$ cat src/shared/wkup_pkg.sv
// Package with register map, field positions and reset values of wake control
package wkup_pkg;
    localparam logic [15:0] WKUP_OFF_CTRL    = 16'h5800;
    localparam logic [15:0] WKUP_OFF_IRQ_ST  = 16'h5840;
    localparam logic [15:0] WKUP_OFF_IRQ_EN  = 16'h5844;
    localparam logic [15:0] WKUP_OFF_IRQ_CLR = 16'h5848;
    localparam int WKUP_BIT_APM_EN  = 0;
    localparam int WKUP_BIT_PME_ENABLE_LOCAL  = 1;
    localparam int WKUP_BIT_PME_ST  = 2;
    localparam int WKUP_BIT_APM_PME = 3;
    localparam int WKUP_BIT_PROXY   = 4;
    localparam int WKUP_BIT_APM_D0  = 5;
    localparam int WKUP_CTRL_BITS   = 6;
    localparam int WKUP_IRQ_BITS    = 2;
    localparam int WKUP_IRQ_MAGIC   = 0;
    localparam int WKUP_IRQ_PME     = 1;
    localparam logic [5:0] WKUP_CTRL_RESET = 6'h00;
    localparam logic [1:0] WKUP_RESP_OKAY   = 2'h0;
    localparam logic [1:0] WKUP_RESP_SLVERR = 2'h2;
endpackage

$ cat src/hw/wkup_ctrl.sv
// Wake-up control register block with AXI4-Lite slave
`timescale 1ns/1ps
module wkup_ctrl (
    input  wire logic        aclk,              // Clock, 100 MHz
    input  wire logic        aresetn,           // Power-on reset, active low
    input  wire logic [15:0] s_axi_awaddr,      // Write address
    input  wire logic        s_axi_awvalid,     // Write address valid
    output logic             s_axi_awready,     // Write address ready
    input  wire logic [31:0] s_axi_wdata,       // Write data
    input  wire logic [3:0]  s_axi_wstrb,       // Write strobes
    input  wire logic        s_axi_wvalid,      // Write data valid
    output logic             s_axi_wready,      // Write data ready
    output logic [1:0]       s_axi_bresp,       // Write response
    output logic             s_axi_bvalid,      // Write response valid
    input  wire logic        s_axi_bready,      // Write response ready
    input  wire logic [15:0] s_axi_araddr,      // Read address
    input  wire logic        s_axi_arvalid,     // Read address valid
    output logic             s_axi_arready,     // Read address ready
    output logic [31:0]      s_axi_rdata,       // Read data
    output logic [1:0]       s_axi_rresp,       // Read response
    output logic             s_axi_rvalid,      // Read data valid
    input  wire logic        s_axi_rready,      // Read data ready
    input  wire logic        main_power_good,   // Main power good pin
    input  wire logic        aux_power_present, // Aux power indication pin
    input  wire logic        pcie_reset_pin_n,  // PCIe reset pin, active low
    input  wire logic        in_d3,             // Function is in D3
    input  wire logic        sw_reset,          // Software reset, pulse
    input  wire logic        nvm_pm_wake,       // NVM value of wake enable
    input  wire logic        nvm_pme_on_wake,   // NVM value of PME-on-wake
    input  wire logic        cfg_pme_enable_local_wr,     // Config PME enable written
    input  wire logic        cfg_pme_enable_local_val,    // New config PME enable
    input  wire logic        magic_match,       // Magic packet match level
    output logic             cfg_local_a,    // Config Local_a mirror
    output logic             magic_wake_status_flag, // Magic wake status set
    output logic             wake_pin_n,        // Wake pin, active low
    output logic             pm_pme_msg,        // Send PM_PME message pulse
    output logic             proxy_active,      // Proxying enabled in D3
    output logic             irq                // Level interrupt
);
    import wkup_pkg::*;

    // Pin synchronisers
    logic [1:0] sync_pg, sync_aux, sync_prst, next_sync_pg, next_sync_aux;
    logic [1:0] next_sync_prst;
    logic       prst_q, next_prst_q;
    logic       d3_q, next_d3_q;
    logic       match_q, next_match_q;

    // Register state
    logic       pm_wake_enable, next_pm_wake_enable;
    logic       pme_enable_local, next_pme_enable_local;
    logic       local_a, next_local_a;
    logic       assert_pme_on_pm_wake, next_assert_pme_on_pm_wake;
    logic       port_proxy_enable, next_port_proxy_enable;
    logic       pm_wake_in_d0_enable, next_pm_wake_in_d0_enable;
    logic [1:0] irq_status, next_irq_status, irq_enable, next_irq_enable;

    // Outputs
    logic next_magic_flag, next_wake_pin_n, next_pme_msg, next_proxy;
    logic next_irq, next_cfg_local_a;

    // Bus state
    logic        aw_held, next_aw_held, w_held, next_w_held;
    logic [15:0] aw_addr, next_aw_addr;
    logic [31:0] w_data, next_w_data;
    logic [3:0]  w_strb, next_w_strb;
    logic        next_awready, next_wready, next_bvalid, next_arready;
    logic        next_rvalid;
    logic [1:0]  next_bresp, next_rresp;
    logic [31:0] next_rdata;

    logic wr_fire, magic_pulse, wake_ok, pme_clr, prst_rise, d3_to_d0;

    function automatic logic hit(input logic [15:0] a, input logic [15:0] o);
        hit = (a[15:2] == o[15:2]);
    endfunction

    always_comb begin
        next_sync_pg   = {sync_pg[0], main_power_good};
        next_sync_aux  = {sync_aux[0], aux_power_present};
        next_sync_prst = {sync_prst[0], pcie_reset_pin_n};
        next_prst_q    = sync_prst[1];
        // Same-clock inputs need only one stage, for edge detection
        next_d3_q      = in_d3;
        next_match_q   = magic_match;
    end

    always_ff @(posedge aclk) begin
        if (!aresetn) begin
            // Start at the idle pin levels so no false edge follows reset
            sync_pg   <= 2'h3;
            sync_aux  <= 2'h3;
            sync_prst <= 2'h3;
            prst_q    <= 1'b1;
            d3_q      <= 1'b0;
            match_q   <= 1'b0;
        end else begin
            sync_pg   <= next_sync_pg;
            sync_aux  <= next_sync_aux;
            sync_prst <= next_sync_prst;
            prst_q    <= next_prst_q;
            d3_q      <= next_d3_q;
            match_q   <= next_match_q;
        end
    end

    // AXI4-Lite write and read channels
    always_comb begin
        next_aw_held = aw_held;
        next_aw_addr = aw_addr;
        next_w_held  = w_held;
        next_w_data  = w_data;
        next_w_strb  = w_strb;
        next_awready = 1'b0;
        next_wready  = 1'b0;
        next_bvalid  = s_axi_bvalid;
        next_bresp   = s_axi_bresp;
        next_arready = 1'b0;
        next_rvalid  = s_axi_rvalid;
        next_rresp   = s_axi_rresp;
        next_rdata   = s_axi_rdata;
        wr_fire      = 1'b0;
        if (s_axi_awvalid && s_axi_awready) begin
            next_aw_held = 1'b1;
            next_aw_addr = s_axi_awaddr;
        end
        if (s_axi_wvalid && s_axi_wready) begin
            next_w_held = 1'b1;
            next_w_data = s_axi_wdata;
            next_w_strb = s_axi_wstrb;
        end
        // No new address or data is taken while a response waits
        if (!aw_held && !s_axi_awready && s_axi_awvalid && !s_axi_bvalid) begin
            next_awready = 1'b1;
        end
        if (!w_held && !s_axi_wready && s_axi_wvalid && !s_axi_bvalid) begin
            next_wready = 1'b1;
        end
        // Both halves held: commit the write and answer it
        if (aw_held && w_held && !s_axi_bvalid) begin
            wr_fire      = 1'b1;
            next_aw_held = 1'b0;
            next_w_held  = 1'b0;
            next_bvalid  = 1'b1;
            next_bresp   = (hit(aw_addr, WKUP_OFF_CTRL) ||
                            hit(aw_addr, WKUP_OFF_IRQ_EN) ||
                            hit(aw_addr, WKUP_OFF_IRQ_CLR))
                           ? WKUP_RESP_OKAY : WKUP_RESP_SLVERR;
        end else if (s_axi_bvalid && s_axi_bready) begin
            next_bvalid = 1'b0;
        end
        if (s_axi_rvalid && s_axi_rready) begin
            next_rvalid = 1'b0;
        end
        if (s_axi_arvalid && !s_axi_arready && !s_axi_rvalid) begin
            next_arready = 1'b1;
        end
        // Read data are latched at the address handshake
        if (s_axi_arvalid && s_axi_arready) begin
            next_rvalid = 1'b1;
            next_rresp  = WKUP_RESP_OKAY;
            next_rdata  = 32'h0000_0000;
            if (hit(s_axi_araddr, WKUP_OFF_CTRL)) begin
                next_rdata[WKUP_CTRL_BITS-1:0] = {pm_wake_in_d0_enable,
                    port_proxy_enable, assert_pme_on_pm_wake, local_a,
                    pme_enable_local, pm_wake_enable};
            end else if (hit(s_axi_araddr, WKUP_OFF_IRQ_ST)) begin
                next_rdata[WKUP_IRQ_BITS-1:0] = irq_status;
            end else if (hit(s_axi_araddr, WKUP_OFF_IRQ_EN)) begin
                next_rdata[WKUP_IRQ_BITS-1:0] = irq_enable;
            end else if (!hit(s_axi_araddr, WKUP_OFF_IRQ_CLR)) begin
                next_rresp = WKUP_RESP_SLVERR;
            end
        end
    end

    // Wake control behaviour
    always_comb begin
        logic wr_ctrl, lost_pg;
        wr_ctrl = wr_fire && hit(aw_addr, WKUP_OFF_CTRL) && w_strb[0];
        lost_pg = !sync_pg[1];
        // One packet gives one pulse, however long the match level stands
        magic_pulse = next_match_q && !match_q;
        // Reset pin deasserted: synchronised level rises
        prst_rise   = !prst_q && next_prst_q;
        d3_to_d0    = d3_q && !in_d3;
        // With bit 0 set, wake is honoured in D3, or in any state with bit 5 set
        wake_ok     = pm_wake_enable && (d3_q || pm_wake_in_d0_enable);
        pme_clr     = lost_pg || (!sync_aux[1] && (prst_rise || d3_to_d0));

        next_pm_wake_enable        = pm_wake_enable;
        next_pme_enable_local      = pme_enable_local;
        next_local_a               = local_a;
        next_assert_pme_on_pm_wake = assert_pme_on_pm_wake;
        next_port_proxy_enable     = port_proxy_enable;
        next_pm_wake_in_d0_enable  = pm_wake_in_d0_enable;

        if (wr_ctrl) begin
            next_pm_wake_enable        = w_data[WKUP_BIT_APM_EN];
            next_pme_enable_local      = w_data[WKUP_BIT_PME_ENABLE_LOCAL];
            next_assert_pme_on_pm_wake = w_data[WKUP_BIT_APM_PME];
            next_port_proxy_enable     = w_data[WKUP_BIT_PROXY];
            next_pm_wake_in_d0_enable  = w_data[WKUP_BIT_APM_D0];
            if (w_data[WKUP_BIT_PME_ST]) begin
                next_local_a = 1'b0;
            end
        end
        if (cfg_pme_enable_local_wr) begin
            next_pme_enable_local = cfg_pme_enable_local_val;
        end
        if (prst_rise) begin
            next_pm_wake_enable = nvm_pm_wake;
        end
        if (sw_reset) begin
            next_assert_pme_on_pm_wake = nvm_pme_on_wake;
        end
        // A wake set follows the W1C write, so the set wins
        if (magic_pulse && wake_ok && assert_pme_on_pm_wake) begin
            next_local_a = 1'b1;
        end
        // Power and PCIe reset clears come last and win over a wake
        if (pme_clr) begin
            next_pme_enable_local = 1'b0;
            next_local_a          = 1'b0;
        end

        next_magic_flag     = magic_pulse && wake_ok;
        next_pme_msg        = magic_pulse && wake_ok &&
                              assert_pme_on_pm_wake;
        next_wake_pin_n     = !(next_local_a &&
                              (assert_pme_on_pm_wake || pme_enable_local));
        next_cfg_local_a = next_local_a;
        next_proxy          = port_proxy_enable && d3_q;
    end

    // Interrupt status and enable; a new event wins over a clear
    always_comb begin
        logic wr_en, wr_clr;
        wr_en  = wr_fire && hit(aw_addr, WKUP_OFF_IRQ_EN) && w_strb[0];
        wr_clr = wr_fire && hit(aw_addr, WKUP_OFF_IRQ_CLR) && w_strb[0];
        next_irq_enable = irq_enable;
        next_irq_status = irq_status;

        if (wr_en) begin
            next_irq_enable = w_data[WKUP_IRQ_BITS-1:0];
        end
        if (wr_clr) begin
            next_irq_status = irq_status & ~w_data[WKUP_IRQ_BITS-1:0];
        end
        if (next_magic_flag) begin
            next_irq_status[WKUP_IRQ_MAGIC] = 1'b1;
        end
        if (next_pme_msg) begin
            next_irq_status[WKUP_IRQ_PME] = 1'b1;
        end
        next_irq = |(next_irq_status & next_irq_enable);
    end

    always_ff @(posedge aclk) begin
        if (!aresetn) begin
            irq_status <= 2'h0;
            irq_enable <= 2'h0;
            irq        <= 1'b0;
        end else begin
            irq_status <= next_irq_status;
            irq_enable <= next_irq_enable;
            irq        <= next_irq;
        end
    end

    // Bus channel registers
    always_ff @(posedge aclk) begin
        if (!aresetn) begin
            aw_held                <= 1'b0;
            aw_addr                <= 16'h0000;
            w_held                 <= 1'b0;
            w_data                 <= 32'h0000_0000;
            w_strb                 <= 4'h0;
            s_axi_awready          <= 1'b0;
            s_axi_wready           <= 1'b0;
            s_axi_bvalid           <= 1'b0;
            s_axi_bresp            <= WKUP_RESP_OKAY;
            s_axi_arready          <= 1'b0;
            s_axi_rvalid           <= 1'b0;
            s_axi_rresp            <= WKUP_RESP_OKAY;
            s_axi_rdata            <= 32'h0000_0000;
        end else begin
            aw_held                <= next_aw_held;
            aw_addr                <= next_aw_addr;
            w_held                 <= next_w_held;
            w_data                 <= next_w_data;
            w_strb                 <= next_w_strb;
            s_axi_awready          <= next_awready;
            s_axi_wready           <= next_wready;
            s_axi_bvalid           <= next_bvalid;
            s_axi_bresp            <= next_bresp;
            s_axi_arready          <= next_arready;
            s_axi_rvalid           <= next_rvalid;
            s_axi_rresp            <= next_rresp;
            s_axi_rdata            <= next_rdata;
        end
    end

    // Wake register state and outputs
    always_ff @(posedge aclk) begin
        if (!aresetn) begin
            pm_wake_enable         <= WKUP_CTRL_RESET[WKUP_BIT_APM_EN];
            pme_enable_local       <= WKUP_CTRL_RESET[WKUP_BIT_PME_ENABLE_LOCAL];
            local_a                <= WKUP_CTRL_RESET[WKUP_BIT_PME_ST];
            assert_pme_on_pm_wake  <= WKUP_CTRL_RESET[WKUP_BIT_APM_PME];
            port_proxy_enable      <= WKUP_CTRL_RESET[WKUP_BIT_PROXY];
            pm_wake_in_d0_enable   <= WKUP_CTRL_RESET[WKUP_BIT_APM_D0];
            magic_wake_status_flag <= 1'b0;
            pm_pme_msg             <= 1'b0;
            wake_pin_n             <= 1'b1;
            cfg_local_a         <= 1'b0;
            proxy_active           <= 1'b0;
        end else begin
            pm_wake_enable         <= next_pm_wake_enable;
            pme_enable_local       <= next_pme_enable_local;
            local_a                <= next_local_a;
            assert_pme_on_pm_wake  <= next_assert_pme_on_pm_wake;
            port_proxy_enable      <= next_port_proxy_enable;
            pm_wake_in_d0_enable   <= next_pm_wake_in_d0_enable;
            magic_wake_status_flag <= next_magic_flag;
            pm_pme_msg             <= next_pme_msg;
            wake_pin_n             <= next_wake_pin_n;
            cfg_local_a         <= next_cfg_local_a;
            proxy_active           <= next_proxy;
        end
    end
endmodule

$ cat config.mk
export PLATFORM = sky130hd
export DESIGN_NAME = wkup_ctrl
export DESIGN_NICKNAME = d
export VERILOG_FILES = /design/src/shared/wkup_pkg.sv /design/src/hw/wkup_ctrl.sv
export SDC_FILE = /design/constraint.sdc
export NUM_CORES = 1
export LEC_CHECK = 0
export BUFFER_PORTS_ARGS = -buffer_cell sky130_fd_sc_hd__buf_2
export CAP_MARGIN = 10
export CORE_UTILIZATION = 48
export CTS_CLUSTER_DIAMETER = 50
export DETAILED_ROUTE_END_ITERATION = 8
export GPL_TIMING_DRIVEN = 0
export PLACE_DENSITY_LB_ADDON = 0.15
export SYNTH_ARGS = -nofsm -noshare
export SYNTH_HDL_FRONTEND = slang
export SYNTH_SLANG_ARGS = --single-unit
$ cat constraint.sdc
create_clock -name aclk -period 2.7 [get_ports aclk]
set_clock_uncertainty 0.15 [all_clocks]
set_input_delay 0.405 -clock aclk [delete_from_list [all_inputs] [get_ports aclk]]
set_output_delay 0.405 -clock aclk [all_outputs]
set_load 0.01 [all_outputs]
==> results_dict.tcl, run 1 <==
set metrics [dict create \
    ioPinCount 132 \
    powerDensity_mw_per_mm2 616 \
    grt_pass1_wl_mm 8.38 \
    worst-path-max-fanout 5 \
    die_w_um 75.0 \
    cp_data_required_time_ns 2.76 \
    max_cap_violations 0 \
    drc 0 \
    critPathLaunchType "register" \
    drt_iter0_drc 98 \
    relSlewSlack_pct 64.3 \
    final_nets 488 \
    grt-ovfl-total 0 \
    coreArea_sq_mm 0.00511 \
    hold_violations 0 \
    routabilityCongestion 0.752 \
    r2r_start "aw_addr[8]" \
    hold_class "primary input to register" \
    avgSynthCellArea_sq_um 8.61 \
    critPathCaptureType "register" \
    dieArea_sq_mm 0.00562 \
    fp.dieH_um 75.0 \
    regToRegEndpoint "pme_enable_local" \
    num-fill-cells 458 \
    postLayoutCoreUtil_pct 65.1 \
    synth-seq-cells 60 \
    rsz0062_at_grt "no" \
    path_clk_slew_ns 0.07 \
    antenna_cells 0 \
    clock.fmax_mhz 526 \
    cts_buffers 9 \
    path_class "register to register" \
    irDropWorstVdd_uv 406 \
    r2r_slack_ns 0.80 \
    arrival_ns 1.97 \
    ant_nets 0 \
    yosysWarnings 0 \
    endpoint "pme_enable_local" \
    drive_gt1_share_pct 29.4 \
    synthesis.area_sq_mm 0.00256 \
    clock_sinks 60 \
    root_buffer "clkbuf_8" \
    wire_per_inst_um 11.2 \
    setup_tns_ns 0 \
    viasPerCell 4.68 \
    track_usage_pct 20.2 \
    routed_wl_mm 5.34 \
    r2r.worst_path.cells 5 \
    outcome "complete, no violations" \
    finalSetupViolCount 0 \
    rows 26 \
    holdWs_ns 0.103 \
    port_buffers 68 \
    worst_pin_slew_ns 0.535 \
    grt_max_degree 11 \
    via_count 2238 \
    mostFrequentLayoutCell "buf_2" \
    initial_core_util_pct 50.1 \
    cp-startpoint "aw_addr[8]" \
    ctsHoldBuffers 0 \
    h-tree-depth 3 \
    cts_setup_buffers 0 \
    firstDrtPassIters 4 \
    antenna_found_initial 0 \
    syn2layout_area_growth_pct 29.9 \
    cts-resized-gates 0 \
    clockBufferDepth 2 \
    cts_tree "built" \
    finalCritPeriodShare_pct 70.5 \
    syn_inst 297 \
    clock_latency_ns 0.33 \
    most-common-layout-cells "buf_2, dfxtp_1, nand2_1" \
    hpwl_mm 3.94 \
    layout_min_cycle_time_ns 1.90 \
    ys_types 39 \
    report.final.slew_viol_count 0 \
    yosysSeqAreaShare_pct 47.0 \
    p_leak_nw 1.47 \
    grt_pass1_vias 1915 \
]
==> worst min-delay path by stage <==
stage	from	to	slack, ns	cells past startpoint
after global placement	sync_pg[0]	sync_pg[1]	0.24	1
final	main_power_good	sync_pg[0]	0.10	2
after CTS	main_power_good	sync_pg[0]	0.09	2
after global routing	main_power_good	sync_pg[0]	0.09	2
after floorplan	sync_aux[0]	sync_aux[1]	0.24	1
after detailed placement	sync_pg[0]	sync_pg[1]	0.24	1
==> state kept, by name (all words and copies together) (netlist names), 2 cells and up <==
name         cells
sync_prst        2
irq_enable       2
irq_status       2
w_data           6
aw_addr         14
sync_aux         2
s_axi_rdata      6
sync_pg          2
==> per-layer routing <==
metal,vias up,wire length (um),global-route usage (%)
li1,1161,-,-
met1,995,2460,26.2
met2,80,2510,32.1
met3,2,338,5.89
met4,0,26,7.55
met5,-,0,0
==> stage by stage <==
stage / setup slack, ns / area, sq um / cells / power [mW]
2_1_floorplan: 0.999 / 2660 / 324 / 1.06
3_3_place_gp: 0.855 / 3090 / 462 / 1.12
3_5_place_dp: 0.796 / 3090 / 462 / 1.12
4_1_cts: 0.790 / 3320 / 478 / 2.06
5_1_grt: 0.643 / 3320 / 478 / 2.12
6_report: 0.798 / 3320 / 478 / 2.05
==> cell families (layout without fill, tap and decap cells) <==
group	after synthesis	count (layout)	share of synthesized area [%]
simple gates	123	123	25.4
flops	60	60	47.0
compound gates	53	53	11.4
buf+inv	49	133	11.9
mux	9	9	3.52
fa+ha+maj	1	1	0.391
other cells	1	28	0.147
xor+xnor	1	1	0.343
==> synth_stat cells (all sizes together) <==
cell type | instances | area (sq um)
dfxtp | 60 | 1200
nand2 | 59 | 221
a21oi | 33 | 165
buf | 30 | 233
nand3 | 13 | 65.1
clkbuf | 12 | 45.0
nand2b | 12 | 75.1
o21ai | 12 | 60.1
mux2i | 9 | 90.1
nor2 | 9 | 33.8
inv | 7 | 26.3
nor4 | 7 | 58.8
and2 | 4 | 25.0
nor3 | 4 | 25.0
nor4b | 4 | 50.1
a211oi | 2 | 20.0
a31oi | 2 | 12.5
and3 | 2 | 12.5
nand4 | 2 | 18.8
a21o | 1 | 7.51
a311oi | 1 | 8.76
and4 | 1 | 10.0
and4b | 1 | 10.0
and4bb | 1 | 12.5
conb | 1 | 3.75
maj3 | 1 | 10.0
nand3b | 1 | 7.51
nor2b | 1 | 6.26
nor3b | 1 | 7.51
nor4bb | 1 | 10.0
o21a | 1 | 7.51
o2bb2ai | 1 | 8.76
xor2 | 1 | 8.76
==> cell type report <==
class                           instances  area (sq um)  share of cell area (%)
Buffer                                 42           278                    8.36
Tap cell                               70          87.6                    2.64
Sequential cell                        60          1200                    36.1
Timing Repair Buffer                   68           340                    10.2
Inverter                                7          26.3                   0.791
Multi-Input combinational cell        215          1150                    34.7
Clock buffer                           13           169                    5.08
Clock inverter                          3          67.6                    2.03
==> report_power, final <==
part | leakage (nW) | switching (mW) | internal, mW | total, mW
sequential | 0.488 | 0.0174 | 0.910 | 0.928
combinational | 0.863 | 0.0907 | 0.0851 | 0.176
clock | 0.116 | 0.349 | 0.596 | 0.945
==> critical path, cell delays in order, from the launching register on <==
cell and delay [ns]:
dfxtp_1 0.33, nor4b_4 0.33, nand4_2 0.17, nor4_4 0.41, mux2i_1 0.31, a211oi_2 0.10
(Power assumes the default switching activity.)
==> run 2: changes to the inputs <==
CORE_UTILIZATION = 41   (was 48)
clock period = 1.7 ns   (was 2.7 ns; I/O delays follow)
==> run 2 against run 1 <==
Against the previous run: critical endpoint is now irq; critical path depth unchanged; sequential cell count unchanged; setup slack worse by 0.84 ns; total power grew 49%; the flow now finishes with violations (negative setup slack); global-route usage down 2.2 points; die area is 17% higher; via count rose by 1.4%; combinational power grew 73%; wire length increased by 4.1%; clock power increased by 35%.
==> results_dict.tcl, run 2 (synthesized netlist as in run 1, its figures left out) <==
set metrics [dict create \
    rows 28 \
    reg_top3 "aw_addr x14, s_axi_rdata x6, w_data x6" \
    routabilityCongestion 0.792 \
    largest_reg_flops 14 \
    drive_gt1_share_pct 31.0 \
    min-delay-start "s_axi_awaddr[9]" \
    pre_cts_ws_ns -0.172 \
    worst_pin_slew_ns 0.539 \
    clockBufferDepth 2 \
    critPathLaunchType "register" \
    clock.fmax_mhz 575 \
    outcome "finished with violations" \
    finalSetupViolCount 4 \
    grt_max_degree 13 \
    hpwl_mm 4.10 \
    layout_min_cycle_time_ns 1.74 \
    syn2layout_area_growth_pct 36.0 \
    drt_iter0_drc 64 \
    drc 0 \
    hold_class "primary input to register" \
    worst-path-max-fanout 4 \
    antenna_found_initial 0 \
    path_class "register to register" \
    relSlewSlack_pct 64.1 \
    ioPinCount 132 \
    powerDensity_mw_per_mm2 880 \
    via_count 2269 \
    mostFrequentLayoutCell "buf_2" \
    path_clk_slew_ns 0.07 \
    r2r.worst_path.cells 5 \
    regMostFlops "aw_addr" \
    routed_wl_mm 5.56 \
    cp-startpoint "aw_addr[9]" \
    violations "negative setup slack" \
    track_usage_pct 18.1 \
    dieArea_sq_mm 0.00656 \
    wire_per_inst_um 11.2 \
    antenna_cells 0 \
    placed_area_sq_mm 0.00309 \
    r2r_slack_ns -0.04 \
    setup_slack_ns -0.0390 \
    setup_tns_ns -0.0800 \
    arrival_ns 1.81 \
    postLayoutCoreUtil_pct 58.4 \
    fp.dieH_um 81.0 \
    viasPerCell 4.56 \
    root_buffer "clkbuf_8" \
    coreArea_sq_mm 0.00596 \
    cts_tree "built" \
    grt-ovfl-total 0 \
    critPathCaptureType "register" \
    finalCritPeriodShare_pct 102 \
    grt_pass1_vias 1980 \
    p_leak_nw 1.52 \
    report.final.slew_viol_count 0 \
    rsz0062_at_grt "yes" \
    firstDrtPassIters 4 \
    ant_nets 0 \
    holdWs_ns 0.00275 \
    port_buffers 68 \
    h-tree-depth 3 \
    irDropWorstVdd_uv 522 \
    final_nets 503 \
    r2r_start "aw_addr[9]" \
    initial_core_util_pct 42.9 \
    grt_pass1_wl_mm 8.69 \
    hold_violations 0 \
    die_w_um 81.0 \
    num-fill-cells 578 \
    clock_sinks 60 \
    max_cap_violations 0 \
    cp_data_required_time_ns 1.77 \
    min_path_cells 3 \
    clock_latency_ns 0.34 \
    most-common-layout-cells "buf_2, nand2_1, dfxtp_1" \
    final_area_sq_mm 0.00348 \
    cts_buffers 9 \
]
==> run 2: cell types whose count changed in the layout (fill, tap and decap cells not counted), moves of 2 or more <==
cell	delta
clkinv_4	+4
dlygate4sd3_1	+14
clkbuf_8	-3
clkbuf_1	-2
dfxtp_1	-2
dfxtp_2	+2
o21ai_0	-3
o21ai_1	+2
==> run 2: metal layers <==
metal / share of wire (%) / vias up / wire length [um] / track usage [%]
met2: 47 / 68 / 2630 / 29.7
met5: 0 / - / 0 / 0
met4: 1.8 / 0 / 99 / 10.4
met3: 5.4 / 11 / 298 / 4.83
li1: - / 1192 / - / -
met1: 46 / 998 / 2540 / 21.1
==> run 2: where the power goes <==
part,switching (mW),total [mW],internal (mW)
sequential,0.0287,1.47,1.45
combinational,0.148,0.305,0.157
clock,0.598,1.28,0.683
==> run 2: what timing repair did <==
action,CTS,global route
gates resized for setup,4,10
hold buffers,14,0
setup buffers,1,0
pin swaps,3,8
gates cloned,0,0
setup endpoints to repair,7,19
hold endpoints to repair,14,0
==> run 2: layout make-up <==
cell class	count	area, sq um	area share (%)
Clock buffer	9	124	3.56
Tap cell	75	93.8	2.70
Inverter	7	26.3	0.756
Timing Repair Buffer	83	492	14.1
Clock inverter	7	77.6	2.23
Sequential cell	60	1200	34.6
Multi-Input combinational cell	215	1180	34.0
Buffer	42	279	8.02
==> run 2: path summary, 6_finish.rpt <==
| kind | endpoint |
|---|---|
| worst max-delay path | irq |
| worst min-delay path | aw_addr[9] |
| worst min register to register | sync_pg[1] |
| worst max register to register | irq |
==> run 2: stage by stage <==
| step | power, mW | std cells |
|---|---|---|
| final | 3.06 | 498 |
| after global routing | 3.20 | 498 |
| after CTS | 3.09 | 498 |
| after detailed placement | 1.78 | 467 |
| after global placement | 1.78 | 467 |
| after floorplan | 1.68 | 324 |
==> run 2: critical path, stage by stage (launching register included) <==
cell	delay, ns
dfxtp_2	0.33
nor4b_4	0.32
nand4_1	0.26
nor2_2	0.22
mux2i_1	0.25
o2bb2ai_1	0.09
==> run 3: changes to the inputs <==
ABC_AREA = 1   (was default)
SETUP_SLACK_MARGIN = 0.1   (was default)
==> run 3 against run 2 <==
Against the previous run: the flow now finishes without violations; critical path depth is 2 higher; sequential cell count stayed put; highest routed layer unchanged; largest power group unchanged; non-clock buffer count shrank 12; critical path type is now primary input to register.
==> results_dict.tcl, run 3 <==
set metrics [dict create \
    outcome "complete, no violations" \
    viasPerCell 4.53 \
    placed_area_sq_mm 0.00324 \
    yosysTopAreaCell "dfxtp_1" \
    irDropWorstVdd_uv 464 \
    p_leak_nw 1.73 \
    hpwl_mm 4.45 \
    yosysSeqAreaShare_pct 44.6 \
    postSynth.asyncResetShare_pct 0 \
    finalPower_mw 2.94 \
    mostFrequentLayoutCell "buf_2" \
    coreArea_sq_mm 0.00635 \
    grt_pass1_wl_mm 10.0 \
    avgSynthCellArea_sq_um 7.58 \
    root_buffer "clkbuf_8" \
    via_count 2503 \
    critPathLaunchType "primary input" \
    relSlewSlack_pct 62.6 \
    synthesis.area_sq_mm 0.00269 \
    num-fill-cells 633 \
    combPwrFrac_pct 12.4 \
    r2r.worst_path.cells 7 \
    finalCritPeriodShare_pct 90.3 \
    die_w_um 83.0 \
    synth_common_cells "dfxtp_1, nand2_1, nor2_1" \
    seqCellArea_sq_mm 0.00120 \
    cts_buffers 9 \
    drt_iter0_drc 70 \
    yosysWarnings 0 \
    syn_inst 355 \
    final_nets 556 \
    drive_gt1_share_pct 30.7 \
    multi_input_area_sq_mm 0.00120 \
    netlist_top_cells_area "dfxtp_1, buf_4, nand2_1" \
    holdWs_ns 0.0138 \
    reg_top3 "aw_addr x14, s_axi_rdata x6, w_data x6" \
    rows 29 \
    postLayoutCoreUtil_pct 54.9 \
    yosysMostFrequentCell "dfxtp_1" \
    clockBufferDepth 2 \
    max_cap_violations 0 \
    seqPwrFrac_pct 50.9 \
    regToRegEndpoint "local_a" \
    dieArea_sq_mm 0.00690 \
    cts_setup_buffers 0 \
    syn2layout_area_growth_pct 29.6 \
    synth_ff_type "dfxtp_1" \
    min_delay_worst_endpoint "s_axi_rvalid" \
    clock.fmax_mhz 651 \
    power.internal_mw 2.16 \
    firstDrtPassIters 4 \
    path_clk_slew_ns 0.07 \
    rsz0062_at_grt "yes" \
    p_sw_uw 779 \
    routed_wl_mm 5.96 \
    path_class "primary input to register" \
    clock_sinks 60 \
    port_buffers 70 \
    cts_tree "built" \
    min-delay-start "s_axi_rready" \
    grt_max_degree 11 \
    p_clk_share_pct 36.7 \
    clock_latency_ns 0.34 \
    arrival_ns 1.61 \
    setup_tns_ns 0 \
    ant_nets 0 \
    grt-ovfl-total 0 \
    finalSetupViolCount 0 \
    routabilityCongestion 0.752 \
    synth_top_area_share_pct 44.6 \
    final_area_sq_mm 0.00349 \
    report.final.slew_viol_count 0 \
    worst-path-max-fanout 4 \
    antenna_cells 0 \
    drc 0 \
    initial_core_util_pct 42.4 \
    h-tree-depth 3 \
    wire_per_inst_um 10.8 \
    layout_min_cycle_time_ns 1.53 \
    ys_types 31 \
    critPathCaptureType "register" \
    r2r_start "aw_addr[8]" \
    synth-seq-cells 60 \
    grt_pass1_vias 2287 \
    track_usage_pct 18.5 \
    powerDensity_mw_per_mm2 842 \
    regMostFlops "aw_addr" \
    ioPinCount 132 \
    most-common-layout-cells "buf_2, dfxtp_1, nand2_1" \
    min_path_cells 4 \
    hold_class "primary input to register" \
    synth_edf_count 0 \
    fp.dieH_um 83.0 \
    p_sw_share_pct 26.5 \
    antenna_found_initial 0 \
    r2r_slack_ns 0.21 \
    worst_pin_slew_ns 0.561 \
    hold_violations 0 \
    largest_reg_flops 14 \
    cp_data_required_time_ns 1.77 \
]
==> run 3: area by class of cell <==
type                       instances  share of cell area [%]
buffer                            35                    6.92
clock buffer                      12                    3.87
clock inverter                     4                   0.753
inverter                          41                    4.52
multi-input combinational        246                    34.4
sequential                        60                    34.4
tap                               77                    2.76
timing repair buffer              78                    12.3
==> run 3: worst max-delay path by stage <==
stage	from	endpoint	slack [ns]	cells after the start
after floorplan	s_axi_bvalid	local_a	0.37	7
after global placement	s_axi_araddr[5]	s_axi_rdata[1]	0.24	7
after detailed placement	s_axi_araddr[5]	s_axi_rdata[1]	0.21	7
after CTS	s_axi_awvalid	aw_addr[12]	0.13	7
after global routing	s_axi_awvalid	aw_held	0.09	7
final	magic_match	wake_pin_n	0.17	7
==> run 3: timing repair <==
action / 4_1_cts / 5_1_grt
gates resized for setup: 0 / 2
hold endpoints to repair: 8 / 0
hold buffers: 8 / 0
endpoints found under the setup margin: 0 / 11
==> run 3: power by group through the flow <==
stage               combinational (mW)  sequential [mW]  clock [mW]
floorplan                        0.229             1.53           0
global placement                 0.342             1.53           0
detailed placement               0.347             1.53           0
CTS                              0.362             1.50        1.12
global route                     0.409             1.50        1.17
finish                           0.365             1.50        1.08
==> run 3: logic make-up (layout without fill, tap and decap cells) <==
group | after synthesis | in the layout | synth area share [%]
compound gates | 53 | 53 | 10.5
buf+inv | 76 | 170 | 14.7
flops | 60 | 60 | 44.6
other cells | 1 | 28 | 0.139
simple gates | 165 | 165 | 30.1
==> run 3: through the flow <==
stage          std cells  setup WS (ns)
6_report             553          0.165
3_5_place_dp         529          0.206
4_1_cts              553          0.134
3_3_place_gp         529          0.241
2_1_floorplan        382          0.374
5_1_grt              553         0.0896
==> run 3: layer usage <==
metal / routed length [um] / share of wire [%] / GRT usage, %
met1: 2770 / 46 / 22.7
met2: 2750 / 46 / 30.5
met3: 314 / 5.3 / 3.98
met4: 123 / 2.1 / 9.40
met5: 0 / 0 / 0
==> run 3: worst max-delay path: stages <==
cell and delay, ns:
dlygate4sd3_1 0.52, buf_2 0.11, nand2_1 0.05, a211oi_1 0.27, nand2_1 0.17, nand3_1 0.14
nand3_1 0.09
